File: src/core/adc_scan_consts.vh
`ifndef ADC_SCAN_CONSTS_VH
`define ADC_SCAN_CONSTS_VH

// Register indices; the bus byte address is four times the index.
`define IDX_MODE      16'hF800
`define IDX_CTRL      16'hF802
`define IDX_INTERVAL  16'hF804
`define IDX_REFSEL    16'hF806
`define IDX_IRQMODE   16'hF808
`define IDX_TRIGSEL   16'hF80A
`define IDX_ENLOW     16'hF80C
`define IDX_ENTEST    16'hF80E
`define IDX_LIMMODE   16'hF820
`define IDX_UPPER     16'hF822
`define IDX_LOWER     16'hF824
`define IDX_LIMSTAT   16'hF826
`define IDX_LIMCLR    16'hF82A
`define IDX_TESTMODE  16'hF830
`define IDX_LATEST    16'hF83E
`define IDX_RES_BLOCK 11'h7C2

// Reset values and the mode write mask.
`define RST_ZERO16    16'h0000
`define RST_UPPER     12'hFFF
`define MODE_WMASK    16'hF9FF

// Field positions.
`define RUN_BIT       0
`define TRGEN_BIT     1
`define SCAN_BIT      0
`define CKS_MSB       3
`define CKS_LSB       1
`define SHT_MSB       8
`define SHT_LSB       4
`define VREF_BIT      4
`define TCH_BIT       1
`define LEN_BIT       0
`define LMD_MSB       9
`define LMD_LSB       8

// Codes and timing.
`define CKS_LOWSPEED  3'h7
`define LMD_INSIDE    2'h0
`define LMD_ABOVE     2'h1
`define LMD_OUTSIDE   2'h2
`define CONV_EXTRA    6'h0F
`define TEST_SLOT     5'h10
`define TEST_CHAN     5'h11
`define NO_SLOT       5'h1F

`endif

File: src/core/result_store.v
`timescale 1ns/1ns
`default_nettype none

module result_store #(
  parameter W  = 16,
  parameter AW = 4
) (
  input  wire          clk,
  input  wire          rst_n,
  input  wire          we,
  input  wire [AW-1:0] waddr,
  input  wire [W-1:0]  wdata,
  input  wire [AW-1:0] raddr,
  output reg  [W-1:0]  rdata
);
  reg [W-1:0] mem [0:(1<<AW)-1];
  integer     i;

  // Cleared at reset so every result register reads zero initially.
  always @(posedge clk) begin
    if (!rst_n) begin
      for (i = 0; i < (1 << AW); i = i + 1) begin
        mem[i] <= {W{1'b0}};
      end
      rdata <= {W{1'b0}};
    end else begin
      if (we) begin
        mem[waddr] <= wdata;
      end
      rdata <= mem[raddr];
    end
  end
endmodule

`default_nettype wire

File: src/core/conv_tick_gen.v
`timescale 1ns/1ns
`default_nettype none
`include "adc_scan_consts.vh"

module conv_tick_gen (
  input  wire       clk,
  input  wire       rst_n,
  input  wire [2:0] sel,
  input  wire       ls_tick,
  output wire       tick
);
  reg  [3:0] div_ff;

  function [3:0] div_mask;
    input [2:0] s;
    begin
      case (s)
        3'h0:    div_mask = 4'h0;
        3'h1:    div_mask = 4'h1;
        3'h2:    div_mask = 4'h3;
        3'h3:    div_mask = 4'h7;
        default: div_mask = 4'hF;
      endcase
    end
  endfunction

  always @(posedge clk) begin
    if (!rst_n) begin
      div_ff <= 4'h0;
    end else begin
      div_ff <= div_ff + 4'h1;
    end
  end

  // divided fast clock or undivided slow clock
  assign tick = (sel == `CKS_LOWSPEED) ? ls_tick :
                ((div_ff & div_mask(sel)) == div_mask(sel));
endmodule

`default_nettype wire

File: src/core/sar_adc_scan_controller.v
// Chosen here: register access over Wishbone.
`timescale 1ns/1ns
`default_nettype none
`include "adc_scan_consts.vh"

module sar_adc_scan_controller (
  input  wire        CLK,
  input  wire        RST_N,
  input  wire        CYC_I,
  input  wire        STB_I,
  input  wire        WE_I,
  input  wire [17:0] ADR_I,
  input  wire [3:0]  SEL_I,
  input  wire [31:0] DAT_I,
  output wire [31:0] DAT_O,
  output wire        ACK_O,
  input  wire [6:0]  TRIG_IN,
  input  wire        LS_TICK,
  input  wire [11:0] ADC_RESULT,
  output wire        ADC_BUSY,
  output wire [4:0]  ADC_CHAN,
  output wire        ADC_VREF_EXT,
  output wire [1:0]  ADC_TEST_SEL,
  output wire        ADC_IRQ,
  output wire        STOP_INHIBIT
);
  localparam S_IDLE = 3'b001;
  localparam S_CONV = 3'b010;
  localparam S_GAP  = 3'b100;

  reg  [15:0] mode_ff;
  reg         run_ff;
  reg         trgen_ff;
  reg  [15:0] interval_ff;
  reg         vref_ff;
  reg  [1:0]  irqmode_ff;
  reg  [3:0]  trigsel_ff;
  reg  [15:0] enlow_ff;
  reg         entest_ff;
  reg         limen_ff;
  reg  [1:0]  limcond_ff;
  reg  [11:0] upper_ff;
  reg  [11:0] lower_ff;
  reg  [15:0] limstat_ff;
  reg  [1:0]  testmode_ff;
  reg  [15:0] latest_ff;
  reg         pend_ff;
  reg         ack_ff;
  reg  [31:0] dat_ff;
  reg  [2:0]  state_ff;
  reg  [4:0]  slot_ff;
  reg  [4:0]  chan_ff;
  reg  [5:0]  cnt_ff;
  reg  [15:0] gap_ff;
  reg         irq_ff;

  reg  [2:0]  nxt_state;
  reg  [4:0]  nxt_slot;
  reg  [5:0]  nxt_cnt;
  reg  [15:0] nxt_gap;
  reg         conv_done;
  reg         scan_end;
  reg  [15:0] rd_mux;

  wire        req;
  wire [15:0] idx;
  wire        wr_now;
  wire [15:0] wv;
  wire        is_res;
  wire [15:0] res_word;
  wire        ck_tick;
  wire [16:0] chmask;
  wire        any_en;
  wire        trig_hit;
  wire        single_mode;
  wire [5:0]  conv_len;
  wire [4:0]  first_slot;
  wire [4:0]  after_slot;
  wire        done_real;
  wire        hit;
  wire [15:0] set_bits;
  wire [15:0] clr_bits;
  wire [15:0] nxt_limstat;
  wire        per_chan_irq;
  wire        end_irq;
  wire        nxt_irq;
  wire        sw_start;
  wire        sw_stop;
  wire        hw_start;

  function [15:0] lanes;
    input [15:0] old;
    input [15:0] nw;
    input [1:0]  be;
    begin
      lanes = {be[1] ? nw[15:8] : old[15:8], be[0] ? nw[7:0] : old[7:0]};
    end
  endfunction

  // Lowest enabled slot at or above the given one; NO_SLOT when none.
  function [4:0] next_slot;
    input [16:0] m;
    input [4:0]  from;
    integer      i;
    begin
      next_slot = `NO_SLOT;
      for (i = 16; i >= 0; i = i - 1) begin
        if (m[i] && (i >= from)) begin
          next_slot = i[4:0];
        end
      end
    end
  endfunction

  function limit_match;
    input [11:0] r;
    input [11:0] up;
    input [11:0] lo;
    input [1:0]  c;
    begin
      case (c)
        `LMD_INSIDE:  limit_match = (r >= lo) && (r <= up);
        `LMD_ABOVE:   limit_match = (r > up);
        `LMD_OUTSIDE: limit_match = (r > up) || (r < lo);
        default:      limit_match = 1'b0;
      endcase
    end
  endfunction

  // source codes, reserved codes never fire
  function trig_pick;
    input [3:0] s;
    input [6:0] t;
    begin
      case (s)
        4'h0:    trig_pick = t[0];
        4'h1:    trig_pick = t[1];
        4'h2:    trig_pick = t[2];
        4'h4:    trig_pick = t[3];
        4'h5:    trig_pick = t[4];
        4'h8:    trig_pick = t[5];
        4'h9:    trig_pick = t[6];
        default: trig_pick = 1'b0;
      endcase
    end
  endfunction

  assign req    = CYC_I & STB_I;
  assign idx    = ADR_I[17:2];
  assign wr_now = req & WE_I & ack_ff;
  assign is_res = (idx[15:5] == `IDX_RES_BLOCK) & ~idx[0];
  assign wv     = lanes(rd_mux, DAT_I[15:0], SEL_I[1:0]);

  conv_tick_gen u_tick (
    .clk     (CLK),
    .rst_n   (RST_N),
    .sel     (mode_ff[`CKS_MSB:`CKS_LSB]),
    .ls_tick (LS_TICK),
    .tick    (ck_tick)
  );

  wire [15:0] mem_rdata;

  result_store #(.W(16), .AW(4)) u_res (
    .clk   (CLK),
    .rst_n (RST_N),
    .we    (conv_done & ~slot_ff[4]),
    .waddr (slot_ff[3:0]),
    .wdata (res_word),
    .raddr (idx[4:1]),
    .rdata (mem_rdata)
  );

  always @* begin
    rd_mux = 16'h0000;
    case (idx)
      `IDX_MODE:     rd_mux = mode_ff;
      `IDX_CTRL:     rd_mux = {14'h0000, trgen_ff, run_ff};
      `IDX_INTERVAL: rd_mux = interval_ff;
      `IDX_REFSEL:   rd_mux = {11'h000, vref_ff, 4'h0};
      `IDX_IRQMODE:  rd_mux = {14'h0000, irqmode_ff};
      `IDX_TRIGSEL:  rd_mux = {12'h000, trigsel_ff};
      `IDX_ENLOW:    rd_mux = enlow_ff;
      `IDX_ENTEST:   rd_mux = {14'h0000, entest_ff, 1'b0};
      `IDX_LIMMODE:  rd_mux = {6'h00, limcond_ff, 7'h00, limen_ff};
      `IDX_UPPER:    rd_mux = {upper_ff, 4'h0};
      `IDX_LOWER:    rd_mux = {lower_ff, 4'h0};
      `IDX_LIMSTAT:  rd_mux = limstat_ff;
      `IDX_TESTMODE: rd_mux = {14'h0000, testmode_ff};
      `IDX_LATEST:   rd_mux = latest_ff;
      default: begin
        if (is_res) begin
          rd_mux = mem_rdata;
        end
      end
    endcase
  end

  // Two-cycle answer: the result store needs one cycle to read.
  always @(posedge CLK) begin
    if (!RST_N) begin
      pend_ff <= 1'b0;
      ack_ff  <= 1'b0;
      dat_ff  <= 32'h00000000;
    end else begin
      pend_ff <= req & ~pend_ff & ~ack_ff;
      ack_ff  <= req & pend_ff;
      if (req & pend_ff) begin
        dat_ff <= {16'h0000, rd_mux};
      end
    end
  end

  assign chmask      = {entest_ff, enlow_ff};
  assign any_en      = |chmask;
  assign single_mode = ~mode_ff[`SCAN_BIT];
  assign trig_hit    = trig_pick(trigsel_ff, TRIG_IN);
  assign first_slot  = next_slot(chmask, 5'h00);
  assign after_slot  = next_slot(chmask, slot_ff + 5'h01);
  // sampling setting plus fixed conversion cycles
  assign conv_len    = {1'b0, mode_ff[`SHT_MSB:`SHT_LSB]} + `CONV_EXTRA;

  always @* begin
    nxt_state = state_ff;
    nxt_slot  = slot_ff;
    nxt_cnt   = cnt_ff;
    nxt_gap   = gap_ff;
    conv_done = 1'b0;
    scan_end  = 1'b0;
    case (state_ff)
      S_IDLE: begin
        // start waits for the next converter clock tick
        if (run_ff & ck_tick & (first_slot != `NO_SLOT)) begin
          nxt_state = S_CONV;
          nxt_slot  = first_slot;
          nxt_cnt   = 6'h00;
        end
      end
      S_CONV: begin
        if (!run_ff) begin
          nxt_state = S_IDLE;
        end else if (ck_tick) begin
          nxt_cnt = cnt_ff + 6'h01;
          if (nxt_cnt >= conv_len) begin
            conv_done = 1'b1;
            nxt_cnt   = 6'h00;
            if (after_slot != `NO_SLOT) begin
              nxt_slot = after_slot;
            end else begin
              scan_end = 1'b1;
              // consecutive mode goes on to the gap
              nxt_state = single_mode ? S_IDLE : S_GAP;
              nxt_gap   = 16'h0000;
            end
          end
        end
      end
      S_GAP: begin
        if (!run_ff) begin
          nxt_state = S_IDLE;
        end else if (ck_tick) begin
          if (({1'b0, gap_ff} + 17'h00001) >= {1'b0, interval_ff}) begin
            nxt_state = (first_slot != `NO_SLOT) ? S_CONV : S_IDLE;
            nxt_slot  = first_slot;
            nxt_cnt   = 6'h00;
          end else begin
            nxt_gap = gap_ff + 16'h0001;
          end
        end
      end
      default: begin
        nxt_state = S_IDLE;
      end
    endcase
  end

  always @(posedge CLK) begin
    if (!RST_N) begin
      state_ff <= S_IDLE;
      slot_ff  <= 5'h00;
      chan_ff  <= 5'h00;
      cnt_ff   <= 6'h00;
      gap_ff   <= 16'h0000;
    end else begin
      state_ff <= nxt_state;
      slot_ff  <= nxt_slot;
      // test slot converts as channel 17
      chan_ff  <= (nxt_slot == `TEST_SLOT) ? `TEST_CHAN : nxt_slot;
      cnt_ff   <= nxt_cnt;
      gap_ff   <= nxt_gap;
    end
  end

  assign res_word  = {ADC_RESULT, 4'h0};
  assign done_real = conv_done & ~slot_ff[4];
  assign hit       = limit_match(ADC_RESULT, upper_ff, lower_ff, limcond_ff);
  // set the converted channel's match flag
  // only while limit checking is enabled
  assign set_bits  = (limen_ff & done_real & hit) ? (16'h0001 << slot_ff[3:0])
                                                  : 16'h0000;
  // write one clears, zero leaves alone
  assign clr_bits  = (wr_now && (idx == `IDX_LIMCLR)) ? wv : 16'h0000;
  // set wins over a clear in the same cycle
  assign nxt_limstat = (limstat_ff & ~clr_bits) | set_bits;

  // per channel or at scan end
  assign per_chan_irq = irqmode_ff[0] & conv_done;
  assign end_irq      = ~irqmode_ff[0] & scan_end;
  // match-only unless mode bit one is set or limit checking is off
  // scan end fires when any status bit is one
  assign nxt_irq = (~limen_ff | irqmode_ff[1]) ? (per_chan_irq | end_irq) :
                   ((per_chan_irq & (|set_bits)) | (end_irq & (|nxt_limstat)));

  assign sw_start = wr_now && (idx == `IDX_CTRL) && SEL_I[0] && wv[`RUN_BIT];
  assign sw_stop  = wr_now && (idx == `IDX_CTRL) && SEL_I[0] && !wv[`RUN_BIT];
  assign hw_start = trgen_ff & trig_hit & (state_ff == S_IDLE);

  always @(posedge CLK) begin
    if (!RST_N) begin
      run_ff     <= 1'b0;
      limstat_ff <= `RST_ZERO16;
      latest_ff  <= `RST_ZERO16;
      irq_ff     <= 1'b0;
    end else begin
      // no enabled channel keeps run at zero
      if (sw_stop) begin
        run_ff <= 1'b0;
      end else if ((sw_start | hw_start) & any_en) begin
        run_ff <= 1'b1;
      end else if (scan_end & single_mode) begin
        // single scan ends by clearing run
        run_ff <= 1'b0;
      end else if ((state_ff == S_GAP) & ck_tick & (first_slot == `NO_SLOT)) begin
        run_ff <= 1'b0;
      end
      limstat_ff <= nxt_limstat;
      if (conv_done) begin
        latest_ff <= res_word;
      end
      irq_ff <= nxt_irq;
    end
  end

  always @(posedge CLK) begin
    if (!RST_N) begin
      mode_ff     <= `RST_ZERO16;
      trgen_ff    <= 1'b0;
      interval_ff <= `RST_ZERO16;
      vref_ff     <= 1'b0;
      irqmode_ff  <= 2'h0;
      trigsel_ff  <= 4'h0;
      enlow_ff    <= `RST_ZERO16;
      entest_ff   <= 1'b0;
      limen_ff    <= 1'b0;
      limcond_ff  <= 2'h0;
      upper_ff    <= `RST_UPPER;
      lower_ff    <= 12'h000;
      testmode_ff <= 2'h0;
    end else if (wr_now) begin
      case (idx)
        `IDX_MODE:     mode_ff     <= wv & `MODE_WMASK;
        `IDX_CTRL:     trgen_ff    <= wv[`TRGEN_BIT];
        `IDX_INTERVAL: interval_ff <= wv;
        `IDX_REFSEL:   vref_ff     <= wv[`VREF_BIT];
        `IDX_IRQMODE:  irqmode_ff  <= wv[1:0];
        `IDX_TRIGSEL:  trigsel_ff  <= wv[3:0];
        `IDX_ENLOW:    enlow_ff    <= wv;
        `IDX_ENTEST:   entest_ff   <= wv[`TCH_BIT];
        `IDX_LIMMODE: begin
          limen_ff   <= wv[`LEN_BIT];
          limcond_ff <= wv[`LMD_MSB:`LMD_LSB];
        end
        // twelve-bit thresholds in the high bits
        `IDX_UPPER:    upper_ff    <= wv[15:4];
        `IDX_LOWER:    lower_ff    <= wv[15:4];
        `IDX_TESTMODE: testmode_ff <= wv[1:0];
        default: begin
          trgen_ff <= trgen_ff;
        end
      endcase
    end
  end

  assign DAT_O        = dat_ff;
  assign ACK_O        = ack_ff;
  assign ADC_BUSY     = state_ff[1];
  assign ADC_CHAN     = chan_ff;
  assign ADC_VREF_EXT = vref_ff;
  assign ADC_TEST_SEL = testmode_ff;
  assign ADC_IRQ      = irq_ff;
  assign STOP_INHIBIT = run_ff;
endmodule

`default_nettype wire

File: config.mk
export PLATFORM = sky130hd
export DESIGN_NAME = sar_adc_scan_controller
export DESIGN_NICKNAME = d
export VERILOG_FILES = /design/src/core/result_store.v /design/src/core/conv_tick_gen.v /design/src/core/sar_adc_scan_controller.v
export VERILOG_INCLUDE_DIRS = /design/src /design/src/core
export SDC_FILE = /design/constraint.sdc
export NUM_CORES = 1
export LEC_CHECK = 0
export BUFFER_PORTS_ARGS = -buffer_cell sky130_fd_sc_hd__buf_2
export CAP_MARGIN = 40
export CORE_UTILIZATION = 60
export DETAILED_ROUTE_END_ITERATION = 6
export PLACE_DENSITY = 0.79
export SYNTH_ARGS = -nofsm -noshare
export SYNTH_HDL_FRONTEND = slang
export SYNTH_SLANG_ARGS = --single-unit
File: constraint.sdc
create_clock -name CLK -period 5.6 [get_ports CLK]
set_input_delay 0.84 -clock CLK [delete_from_list [all_inputs] [get_ports CLK]]
set_output_delay 0.84 -clock CLK [all_outputs]
set_load 0.05 [all_outputs]
**Yosys cells after proc, flatten, opt, wreduce, memory -nomap -nowiden**

Memories as Yosys holds them, arrays and structs flattened. A register that Yosys moved wholly into a read port is not among the register bits.
Index checks and enable logic that the tools add are counted.

- Bits in writable memories: 192
- Memories: 1
- Register bits: 187
- Word-level logic and storage cells: 301

Memory list:

| memory | words | bits a word | rd ports | clocked after Yosys merged registers in | write ports | RTL line | source |
|---|---|---|---|---|---|---|---|
| u_res.mem | 16 | 12 | 1 | 1 | 16 | result_store.v:16 | `reg [W-1:0] mem [0:(1<<AW)-1];` |

- Equal/unequal tests: 50
- Mux-type cells: 101
- Add/sub/neg operators: 6
- Reductions and logical operators: 53
- Bitwise operators: 38
- Shift-type cells: 1
- Magnitude comparators: 23

Operators with widths:

| kind | number |
|---|---|
| $eq 16x16->1 const B | 15 |
| $pmux 16 s14 | 1 |
| $mux 5 | 41 |
| $mux 16 | 10 |
| $mux 6 | 7 |
| $ge 4x5->1 const A | 8 |
| $pmux 16 s2 | 1 |
| $reduce_or 16->1 | 2 |
| $mux 3 | 9 |
| $reduce_and 2->1 | 12 |
| $logic_and 1x1->1 | 23 |
| $and 1x1->1 | 22 |
| $ge 3x5->1 const A | 4 |
| $mux 1 | 19 |
| $ne 2x2->1 const B | 9 |
| $pmux 6 s3 | 1 |
| $add 16x1->17 const B | 1 |
| $ge 17x16->1 | 1 |
| $reduce_or 17->1 | 1 |
| $add 16x1->16 const B | 1 |
| $and 16x16->16 | 1 |
| $mux 8 | 2 |
| $not 16->16 | 1 |
| $or 16x16->16 | 1 |
| 50 further kinds | 79 |

**Longest topological paths before layout**

- Depth in word-level cells: 30
- Depth in mapped cells: 18

**Modules after synthesis**

From an unflattened synthesis, not the netlist that was laid out.

- Cells, all modules: 2317
- Area total of the unflattened synthesis: 23262.3 um^2

Modules (own cells, without submodules):

| module | area each (um^2) | times used | cells each |
|---|---|---|---|
| result_store | 12253.0 | 1 | 857 |
| sar_adc_scan_controller | 10811.6 | 1 | 1438 |
| conv_tick_gen | 197.7 | 1 | 22 |

**Worst setup path before layout**

No wires, ideal clock.

- Path type: register to register
- Start: register cnt_ff[0]
- End: memory u_res.mem[7][0] (netlist name), enable pin
- Setup time: 0.398 ns
- Stages on the path, launching flop included: 14
- Slack: 1.665 ns
- Period minus slack after synthesis: 3.935 ns
- Arrival: 3.538 ns
- Cell sequence: dfxtp_1 -> ha_1 -> nand3_1 -> xnor2_1 -> ha_1 -> nand3_1 -> o21ai_1 -> and3_1 -> nand2_1 -> or3_1 -> clkbuf_1 -> clkbuf_1 -> clkbuf_1 -> o21ai_0

RTL lines:

| what | RTL line | source |
|---|---|---|
| from (decl) | sar_adc_scan_controller.v:53 | `reg [5:0] cnt_ff;` |
| from (signal assigned) | sar_adc_scan_controller.v:289 | `cnt_ff <= nxt_cnt;` |
| to (decl) | result_store.v:16 |  |

**Worst setup path after layout**

- Start: register gap_ff[2]
- End: register gap_ff[3]

- Longest elaborated chain between the ends: 5
- Elaborated cells on any way between the ends: 9
- Those cells by class: add/sub: 2; order compare: 1; eq/ne: 1; mux: 4; reduce/logical: 1

Ends and longest elaborated chain:

| what | RTL line | source |
|---|---|---|
| from (decl) | sar_adc_scan_controller.v:54 | `reg [15:0] gap_ff;` |
| from (signal assigned) | sar_adc_scan_controller.v:290 | `gap_ff <= nxt_gap;` |
| branches (longest 5 deep; another with $add 16x1->17) | n/a |  |

Parallel ways; which one is timed is not known. The select of a mux whose other input is x is not followed.
A chain may end at the register's enable or synchronous reset.

==> flow_summary_export.csv <==
group,metric,value,unit
run,drv_cap,0,
floorplan,die_area,34100,um2
worst_setup_path,r2r-end,"gap_ff[3]",
clock_network,tritoncts,"yes",
sta,worst_slew_pin_slew,895,ps
floorplan,rows,66,
sta,final.period_utilization,82.3,%
synth,synth-warning-count,0,
grt,first_global_vias,15300,
hold_path,hold_class,"flop to flop",
grt,use_met2,53.9,%
synth,synthDominantAreaCellType,"edfxtp_1",
place,place_ws,1120,ps
detailed_routing,final_antenna_net_count,0,
sta,fmax,217,MHz
sta,hold_viol_final,0,
synth,yosys.area.top_type_share,28.8,%
worst_setup_path,rr_worst_depth,15,
worst_setup_path,endpoint,"gap_ff[3]",
worst_setup_path,cp_cell_sequence,"and3_1 -> and3_1 -> nand3_1 -> nor2_1 -> nand3_1 -> xnor2_1 -> ha_1 -> nand4_1 -> o41ai_1 -> a221oi_1 -> nand3_1 -> a211o_1 -> nor2_2 -> nand3b_1 -> a21oi_1",
clock_network,clkTransAtPathRegs,60,ps
synth,avgSynthCellArea,9.96,um2
synth,async_flop_share,0,%
detailed_routing,firstDrtPassIters,7,
power,clockPowerShare,43.0,%
synth,ys_ff_latch,375,
synth,ys_types,100,
final_layout,drive_above_1_share,14.3,%
clock_network,htreeDepth,2,
worst_setup_path,critPathSlowestCell,"a221oi_1",
worst_setup_path,worstReg2RegStart,"gap_ff[2]",
clock_network,numCtsBuffers,39,
clock_network,clk_latency,560,ps
worst_setup_path,critPathArrivalTime,5080,ps
floorplan,fp.dieW,185,um
floorplan,ios,123,
worst_setup_path,end_kind,"flop",
sta,skew,17.0,ps
clock_network,postCtsSetupRepairBufs,0,
worst_setup_path,crit_path_frequent_cell,"nand3_1",
clock_network,clk_path_buf_depth,3,
sta,fin_crit,4610,ps
grt,grt_busiest_layer,"met2",
worst_setup_path,start_kind,"flop",
synth,synth_edf_count,192,
detailed_routing,post-route-drc-count,0,
worst_setup_path,worstPathRequired,6080,ps
grt,grt_pass1_wl,88800,um
worst_setup_path,path_class,"flop to flop",
clock_network,hold_buffers,0,
clock_network,cts_root_buf,"clkbuf_16",
detailed_routing,first_iter_violations,2107,
floorplan,core,32700,um2
worst_setup_path,cp-startpoint,"gap_ff[2]",
floorplan,die_h,185,um
sta,setup_viol,0,
place,io_buffers,86,
power,pwr_density_cell,269,nW/um2
detailed_routing,wl,58800,um
clock_network,cts_resized,0,
place,dp_hpwl,41500,um
power,power_frac_seq,50.7,%
sta,fin_tns_setup,0,ps
synth,synth_area,20000,um2
clock_network,cts.sinks,375,
final_layout,syn2layout_area_growth,9.37,%
power,p_sw_share,23.2,%
synth,yosysSeqAreaShare,47.0,%
grt,grt-ovfl-total,0,
worst_setup_path,r2r_slack,990,ps
detailed_routing,vias,16300,
final_layout,nets,2174,
place,gp_congestion,0.973,
grt,grt_util_met1,48.3,%
grt,grt_util_met3,5.92,%
sta,slew_viol_final,0,
sta,timing.slew.headroom,38.6,%
grt,grt_max_degree,78,
outcome,status,"finished, final reports clean",
final_layout,fillers,2514,
synth,synth.area.top_cells,"edfxtp_1, dfxtp_1, mux4_2",
sta,finalWorstSetupSlack,992,ps
floorplan,initial_core_util,61.3,%
worst_setup_path,crit_fanout,25,
detailed_routing,viasPerCell,6.50,
grt,antenna_found_initial,1,
synth,ys.flop_type,"edfxtp_1",
grt,grt_usage,34.8,%
power,p_switching,1370,uW
synth,synthCells,2013,
sta,grt_setup_unrepaired,"false",
power,p_int,4530,uW
power,power.leakage,0.00795,uW
power,p_comb_share,6.3,%
detailed_routing,routedWlPerCell,23.4,um
worst_setup_path,slowest_delay,640,ps
power,max-vdd-ir-drop,0.000258,V
[through the flow]
stage / util [%] / cell area (um2) / total power, uW / hold slack, ps / cells
finish: 67.0 / 21900 / 5900 / 450 / 2511
global route: 67.0 / 21900 / 6040 / 472 / 2510
CTS: 67.0 / 21900 / 5900 / 448 / 2510
detailed placement: 63.2 / 20700 / 3410 / 440 / 2441
global placement: 63.2 / 20700 / 3400 / 421 / 2439
floorplan: - / 20100 / 3270 / 412 / 2028
[state kept, by name, indices dropped and copies added, names as in the netlist, 14 cells and up]
name and flops:
u_res.mem 192, limstat_ff 16, DAT_O 16, enlow_ff 16, interval_ff 16, gap_ff 16
mode_ff 14
[cell usage in the layout (no fill, tap or decap), types with 11 or more instances in the layout]
cell and count:
inv_1 55, nor3_1 36, mux4_2 60, o21a_1 13, clkbuf_16 39, conb_1 16, o21ai_0 52, buf_2 85
buf_4 32, mux2i_1 24, and3_1 15, nor2_1 122, o211ai_1 21, and2_1 206, ha_1 55, mux2_2 13
edfxtp_1 192, xor2_1 11, a21o_1 19, nand4_1 19, a222oi_1 20, nand2_1 263, xnor2_1 17, dfxtp_1 183
nand3_1 59, a21oi_1 162, or3_1 16, nand2b_1 25, nor2b_1 12
[worst max-delay path: cells and delay by family (launching register included)]
kind	cells	cell delay (ps)
flops	1	420
simple gates	9	2070
fa+ha+maj	1	290
compound gates	4	1480
xor+xnor	1	260
[logic make-up after synthesis]
kind of cell	share of synthesized area [%]
AND/OR/NAND/NOR	21.8
AO/OA/AOI/OAI	13.1
flip-flops	47.0
buffers and inverters	4.39
multiplexers	8.93
adder cells (fa/ha/maj)	3.43
XOR/XNOR	1.22
other	0.0187
[Yosys cell counts (5+ instances only)]
cell type,count
or2_2,5
dfxtp_1,183
buf_4,21
nor3_1,37
a21o_1,19
clkbuf_1,101
ha_1,55
nor3b_1,7
inv_1,56
and3_1,15
xnor2_1,17
nor4_1,9
o31ai_1,7
nor2b_1,12
o21a_1,13
and2_1,206
nand3_1,59
o41ai_1,7
o21bai_1,5
a222oi_1,20
a31oi_1,10
mux2_2,13
nor2_1,122
mux2i_1,24
xor2_1,11
edfxtp_1,192
nand4_1,19
nand2b_1,25
nand3b_1,7
a22oi_1,8
mux4_2,60
a21oi_1,162
o211ai_1,21
nor3_2,5
nand2_1,263
o21ai_0,58
buf_2,11
a21bo_2,9
or3_1,16
a211oi_1,7
buf_1,12
[cell type report]
cell class / instances / area (um2) / area share (%)
Multi-Input combinational cell: 1447 / 9800 / 44.7
Sequential cell: 375 / 9430 / 43.0
Clock buffer: 51 / 1060 / 4.84
Timing Repair Buffer: 118 / 677 / 3.09
Tap cell: 442 / 553 / 2.52
Inverter: 59 / 224 / 1.02
Clock inverter: 18 / 180 / 0.822
Antenna cell: 1 / 2.50 / 0.0114
[worst min-delay path by stage]
stage | start | endpoint | slack (ps) | cells past startpoint
after floorplan | pend_ff | pend_ff | 410 | 1
after global placement | pend_ff | pend_ff | 420 | 1
after detailed placement | DAT_O[7] | DAT_O[7] | 440 | 2
after CTS | DAT_O[7] | DAT_O[7] | 450 | 2
after global routing | latest_ff[8] | latest_ff[8] | 470 | 2
final | interval_ff[13] | interval_ff[13] | 450 | 2
[power groups by stage]
stage | clock network (uW) | logic (uW) | registers (uW)
2_1_floorplan | 0 | 238 | 3030
3_3_place_gp | 0 | 359 | 3040
3_5_place_dp | 0 | 364 | 3050
4_1_cts | 2550 | 365 | 2990
5_1_grt | 2650 | 389 | 3000
6_report | 2540 | 371 | 2990
[per-layer routing]
metal,vias to the layer above,share of wire (%)
li1,7298,-
met1,7876,40
met2,986,46
met3,160,11
met4,0,4.0
met5,-,0
No activity file was read; power rests on OpenSTA's default activity.
